[src/rrv_pkg.sv]
// Constants and types for reference input re-validation.
// Assumes a single 100 MHz clock domain and synchronous event inputs.
package rrv_pkg;
  localparam int RRV_NUM_REFS = 2;
  localparam int RRV_CNT_W = 7;
  // Re-validation setting after reset, and its four divided-period counts
  localparam logic [1:0] RRV_SEL_RESET = 2'h0;
  localparam logic [6:0] RRV_COUNT_SEL0 = 7'h02;
  localparam logic [6:0] RRV_COUNT_SEL1 = 7'h10;
  localparam logic [6:0] RRV_COUNT_SEL2 = 7'h20;
  localparam logic [6:0] RRV_COUNT_SEL3 = 7'h40;
  localparam logic [6:0] RRV_COUNT_IDLE = 7'h00;
  localparam logic [6:0] RRV_COUNT_LAST = 7'h01;
  // Selection modes: bit 0 set means automatic selection
  localparam logic [1:0] RRV_MODE_MANUAL = 2'h0;
  localparam int RRV_MODE_AUTO_BIT = 0;
  localparam logic RRV_SELECT_RESET = 1'b0;

  // Per-input events from the activity monitor, one-cycle pulses
  typedef struct packed {
    logic loss_event;   // Loss of signal detected
    logic period_ok;    // One valid divided period seen
    logic period_miss;  // Edges missing for one divided period
  } rrv_ref_evt_t;

  typedef enum logic {RRV_GOOD, RRV_LOST} rrv_ref_state_t;

  // Divided-period count for a re-validation setting
  function automatic logic [6:0] rrv_count_of(input logic [1:0] sel);
    case (sel)
      2'h0: rrv_count_of = RRV_COUNT_SEL0;
      2'h1: rrv_count_of = RRV_COUNT_SEL1;
      2'h2: rrv_count_of = RRV_COUNT_SEL2;
      default: rrv_count_of = RRV_COUNT_SEL3;
    endcase
  endfunction : rrv_count_of
endpackage : rrv_pkg

[src/rrv_revalidation.sv]
// Re-validation counters and loss flags for two reference inputs, plus
// the reference choice made from those flags.
// Assumes monitor events arrive as single-cycle pulses on clk, already
// taken after the input pre-divider.
// Limitation: the holdover bit of the selection mode is not modelled, so
// the holdover modes behave as their plain manual or automatic forms.
// Counts are in divided periods; the raw-input figure is the setting
// times the pre-divide ratio, which lives outside this block.
//
// How it works
// RQ1 - A loss event loads that input's counter with the programmed count.
// RQ2 - Each valid consecutive divided period decrements the counter by one.
// RQ3 - Missing edges for one period during counting reload the full count.
// RQ4 - Counter reaching zero declares the input good and clears its flag.
// RQ5 - Setting codes 0..3 select 2, 16, 32 or 64 divided periods.
// RQ6 - Each of the two inputs has its own counter and loss flag.
// RQ7 - Automatic modes choose the reference from loss flags and priority.
// RQ8 - Counter idles while flag clear; a new loss restarts the count.
`timescale 1ns/1ps
`default_nettype none
module rrv_revalidation
  import rrv_pkg::*;
(
  input wire logic clk,
  input wire logic rst_n,
  input wire logic [1:0] revalid_count_sel,
  input wire logic [1:0] ref_select_mode,
  input wire logic manual_ref_sel,
  input wire logic preferred_ref,
  input wire rrv_pkg::rrv_ref_evt_t [1:0] ref_evt,
  output logic [1:0] input_loss_flag,
  output logic [1:0] revalidated,
  output logic [13:0] revalid_count,
  output logic selected_ref
);
  import rrv_pkg::*;

  rrv_ref_state_t [1:0] state_ff;
  logic [1:0][6:0] count_ff;
  logic [1:0] done_ff;
  logic select_ff;
  logic nxt_select;
  logic [6:0] load_value;

  assign load_value = rrv_count_of(revalid_count_sel); // RQ5

  // Independent counter and flag per input. The count only matters while
  // the flag is set; forcing it to zero when good keeps the status word
  // clean for software and makes a fresh loss always start from the top.
  always_ff @(posedge clk) begin
    for (int i = 0; i < RRV_NUM_REFS; i++) begin // RQ6
      if (!rst_n) begin
        state_ff[i] <= RRV_GOOD;
        count_ff[i] <= RRV_COUNT_IDLE;
      end else if (ref_evt[i].loss_event) begin
        // Loss wins over a same-cycle good period; restart from the top
        state_ff[i] <= RRV_LOST; // RQ1
        count_ff[i] <= load_value; // RQ8
      end else begin
        case (state_ff[i])
          RRV_GOOD: begin
            count_ff[i] <= RRV_COUNT_IDLE; // RQ8
          end
          RRV_LOST: begin
            if (ref_evt[i].period_miss) begin
              count_ff[i] <= load_value; // RQ3
            end else if (ref_evt[i].period_ok) begin
              if (count_ff[i] == RRV_COUNT_LAST) begin
                count_ff[i] <= RRV_COUNT_IDLE; // RQ4
                state_ff[i] <= RRV_GOOD; // RQ4
              end else begin
                count_ff[i] <= count_ff[i] - RRV_COUNT_LAST; // RQ2
              end
            end
          end
          default: begin
            state_ff[i] <= RRV_GOOD;
          end
        endcase
      end
    end
  end

  // One-cycle notice that an input has just been re-validated
  // Registered so that it lines up with the flag drop seen outside
  always_ff @(posedge clk) begin
    for (int i = 0; i < RRV_NUM_REFS; i++) begin
      if (!rst_n) begin
        done_ff[i] <= 1'b0;
      end else begin
        done_ff[i] <= (state_ff[i] == RRV_LOST) && !ref_evt[i].loss_event &&
                      !ref_evt[i].period_miss && ref_evt[i].period_ok &&
                      (count_ff[i] == RRV_COUNT_LAST); // RQ4
      end
    end
  end

  // Reference choice; automatic modes hold the current input when both are lost, since
  // switching between two bad inputs only adds phase disturbance.
  always_comb begin
    nxt_select = select_ff;
    if (!ref_select_mode[RRV_MODE_AUTO_BIT]) begin
      nxt_select = manual_ref_sel;
    end else if (state_ff[preferred_ref] == RRV_GOOD) begin
      nxt_select = preferred_ref; // RQ7
    end else if (state_ff[!preferred_ref] == RRV_GOOD) begin
      nxt_select = !preferred_ref; // RQ7
    end
  end

  // Registered choice, so the reference mux never sees decode glitches
  always_ff @(posedge clk) begin
    if (!rst_n) begin
      select_ff <= RRV_SELECT_RESET;
    end else begin
      select_ff <= nxt_select;
    end
  end

  // Outputs straight from flops
  // The flag is a plain decode of one state flop, so it cannot glitch
  always_comb begin
    for (int i = 0; i < RRV_NUM_REFS; i++) begin
      input_loss_flag[i] = (state_ff[i] == RRV_LOST);
    end
  end
  assign revalidated = done_ff;
  assign revalid_count = {count_ff[1], count_ff[0]};
  assign selected_ref = select_ff;

  for (genvar g = 0; g < RRV_NUM_REFS; g++) begin : g_chk

  end
endmodule : rrv_revalidation
`default_nettype wire

[config.mk]
export PLATFORM = sky130hd
export DESIGN_NAME = rrv_revalidation
export DESIGN_NICKNAME = d
export VERILOG_FILES = /design/src/rrv_pkg.sv /design/src/rrv_revalidation.sv
export SDC_FILE = /design/constraint.sdc
export NUM_CORES = 1
export LEC_CHECK = 0
export ABC_AREA = 1
export BUFFER_PORTS_ARGS = -buffer_cell sky130_fd_sc_hd__buf_2
export CAP_MARGIN = 30
export CORE_MARGIN = 1
export CORE_UTILIZATION = 30
export CTS_CLUSTER_SIZE = 12
export DETAILED_ROUTE_END_ITERATION = 16
export GPL_ROUTABILITY_DRIVEN = 0
export HOLD_SLACK_MARGIN = 0.15
export PLACE_DENSITY = 0.51
export SETUP_SLACK_MARGIN = 0.05
export SLEW_MARGIN = 25
export SYNTH_ARGS = -nofsm -noshare
export SYNTH_HDL_FRONTEND = slang
export SYNTH_SLANG_ARGS = --single-unit
[constraint.sdc]
create_clock -name clk -period 2.97 [get_ports clk]
set_input_delay 0.297 -clock clk [delete_from_list [all_inputs] [get_ports clk]]
set_output_delay 0.297 -clock clk [all_outputs]
set_load 0.03 [all_outputs]
==> metrics.yaml <==
synthesized_area_fraction_occupied_by_adder_cells: 0.0406
cp_data_arrival_time_ns: 1.54
synth_top_family_by_area: "simple AND/OR/NAND/NOR gates"
ioPinCount: 33
initialDrtViolationCount: 54
timing.reg2reg.worst_path_depth: 9
yosys-mux-area-fraction: 0
clock_power_share: 0.311
post_cts_hold_buffer_count: 0
fin_nets: 245
worstSetupStartpointType: "flop"
tightestPinTransition_ns: 0.326
crit_path_end_kind: "flop"
worstHoldPathType: "primary input to flop"
finalPower_uw: 611
holdPathStages: 3
cts_tree: "built"
synthSimpleGateAreaFrac: 0.334
number_of_standard_cells_after_synthesis: 192
layout-area-overhead-vs-synth_pct: 21.1
synthesis.yosys.warnings: 0
yosysTopAreaCellShare: 0.309
crit_fanout: 7
route.antenna.remaining_nets: 0
final_core_util: 0.393
grt_max_degree: 14
fin_worst_skew_ns: 0.00359
cap_violations: 0
routed_wire_length_per_instance_um: 11.6
detailroute.via_count: 1321
initial_utilization: 0.324
ctsLongestPathBuffers: 2
half_perimeter_wire_length_after_placement_um: 2500
post-cts-setup-buffers: 0
internal_power_uw: 408
cts-buffers-inserted: 3
synth.distinct_cells: 26
clkLatencyLatePin_ns: 0.26
core_area_um2: 3800
cts_root_buffer: "clkbuf_8"
criticalPathCategory: "flop to flop"
fin_crit_ns: 1.38
final_setup_violations: 0
detailedRoute.firstPassIterationCount: 4
number_of_clock_sinks_seen_by_cts: 19
antenna_cells_inserted: 0
mean_post_synth_cell_area_um2: 6.42
fp-row-count: 22
timing_hold_violations_final: 0
layout_cells_sized_above_1: 0.235
final_max_slew_viol_count: 0
post-route-period-util: 0.466
cellPowerDensity_nw_per_um2: 409
cts_resized: 0
first_global_vias: 1229
combPwrFrac: 0.232
power.share.switching: 0.332
ys_ff_latch: 19
hold_slack_ns: 0.293
netlist_area_um2: 1230
die_y_um: 66.1
htree_levels: 1
dieWidth_um: 66.1
via_density_per_instance: 4.82
grt_use_total: 0.168
flop_to_flop_setup_slack_ns: 1.59
drt-total-wl_um: 3180
place.port_buffers: 31
irDropWorstVdd_mv: 0.190
grt_pass1_wl_um: 5610
synth_compound_gate_area_share: 0.217
global_route.overflow_total: 0
post_synth_top_area_cell: "dfxtp_1"
outcome: "completed"
syn-num-nets: 210
die-area_um2: 4370
pwr-share-seq: 0.457
rsz_0062_raised_after_global_routing: "no"
post_synth_xor_xnor_area: 0
fraction_of_the_yosys_area_taken_by_sequential_cells: 0.309
power_dissipated_by_switching_net_loads_uw: 203
antenna_found_initial: 0
p_leak_uw: 0.000730
critPathRequiredTime_ns: 3.12
timing.slew.headroom: 0.782
netlist_top_cells_area: "dfxtp_1 (31%), a21oi_1 (12%), nand2_1 (11%)"
timing.fmax_mhz: 723
finalSetupTns_ns: 0
drc_errors: 0
clkTransAtPathRegs_ns: 0.08
-- power groups by stage --
stage	registers (uW)	clock network [uW]	logic, uW
floorplan	304	0	79.6
global placement	285	0	142
detailed placement	285	0	142
CTS	279	204	143
global route	281	216	162
finish	279	190	142
-- metrics by stage --
| step | instance area (um^2) | setup WS (ns) | std cells |
|---|---|---|---|
| global placement | 1440 | 1.59 | 270 |
| finish | 1490 | 1.59 | 274 |
| CTS | 1490 | 1.60 | 274 |
| detailed placement | 1440 | 1.61 | 270 |
| floorplan | 1230 | 1.51 | 192 |
| global route | 1490 | 1.46 | 274 |
-- path summary, 6_finish.rpt --
check                   start               end
max reg2reg  revalid_count[0]  revalid_count[4]
min reg2reg  revalid_count[2]  revalid_count[2]
max          revalid_count[0]  revalid_count[4]
min            manual_ref_sel      selected_ref
-- flip-flops by register name, indices dropped and copies added, names as in the netlist --
register / cells
selected_ref: 1
input_loss_flag: 2
revalid_count: 14
revalidated: 2
-- placed cells by master (no fill, tap or decap) --
| cell type | Yosys | final |
|---|---|---|
| nor2_2 | 2 | 2 |
| nor4_1 | 1 | 1 |
| nand2_2 | 3 | 3 |
| o21ai_1 | 2 | 2 |
| o22ai_1 | 2 | 2 |
| dfxtp_1 | 19 | 19 |
| inv_1 | 25 | 25 |
| a31oi_1 | 2 | 2 |
| nor2_4 | 1 | 1 |
| nor3_4 | 1 | 1 |
| a21oi_2 | 1 | 1 |
| nand4_1 | 3 | 3 |
| nand2_4 | 1 | 1 |
| nand3_2 | 1 | 1 |
| o21ai_2 | 1 | 1 |
| a21oi_1 | 29 | 29 |
| nor2_1 | 21 | 21 |
| nand3_4 | 1 | 1 |
| nand2_1 | 36 | 36 |
| o21ai_0 | 14 | 14 |
| buf_2 | 0 | 31 |
| inv_4 | 1 | 1 |
| nor3_1 | 2 | 2 |
| ha_1 | 4 | 4 |
| clkinvlp_4 | 0 | 1 |
| nand3_1 | 13 | 13 |
| inv_2 | 5 | 5 |
| clkbuf_8 | 0 | 3 |
-- cell families (layout without fill, tap and decap cells) --
kind of cell               count (synthesis)  after routing
DFF                                       19             19
buffers and inverters                     32             66
and+or+nand+nor                           86             86
AOI/OAI and AO/OA                         51             51
adders and majority gates                  4              4
-- area by class of cell --
type,instances,area [um^2]
Clock buffer,3,41.3
Clock inverter,1,7.51
Fill cell,422,2310
Inverter,31,119
Multi-Input combinational cell,141,729
Sequential cell,19,380
Tap cell,48,60.1
Timing Repair Buffer,31,155
-- metal layers --
layer / track usage / wire (um) / vias up
met3: 0.0397 / 156 / 0
li1: - / - / 704
met5: 0 / 0 / -
met2: 0.256 / 1340 / 31
met4: 0.0399 / 0 / 0
met1: 0.235 / 1680 / 586
-- Yosys cell counts (all sizes together) --
cell and n:
nand2 40, inv 31, a21oi 30, nor2 24
dfxtp 19, o21ai 17, nand3 15, ha 4
nand4 3, nor3 3, a31oi 2, o22ai 2
buf 1, nor4 1
-- critical path, stage by stage, from the launching register on --
cell     delay [ns]
dfxtp_1        0.32
inv_1          0.18
ha_1           0.26
inv_1          0.07
nor2_1         0.12
nand3_1        0.08
nand3_1        0.09
nand2_1        0.05
nand2_1        0.05
a21oi_1        0.05
No activity file was read; power rests on OpenSTA's default activity.
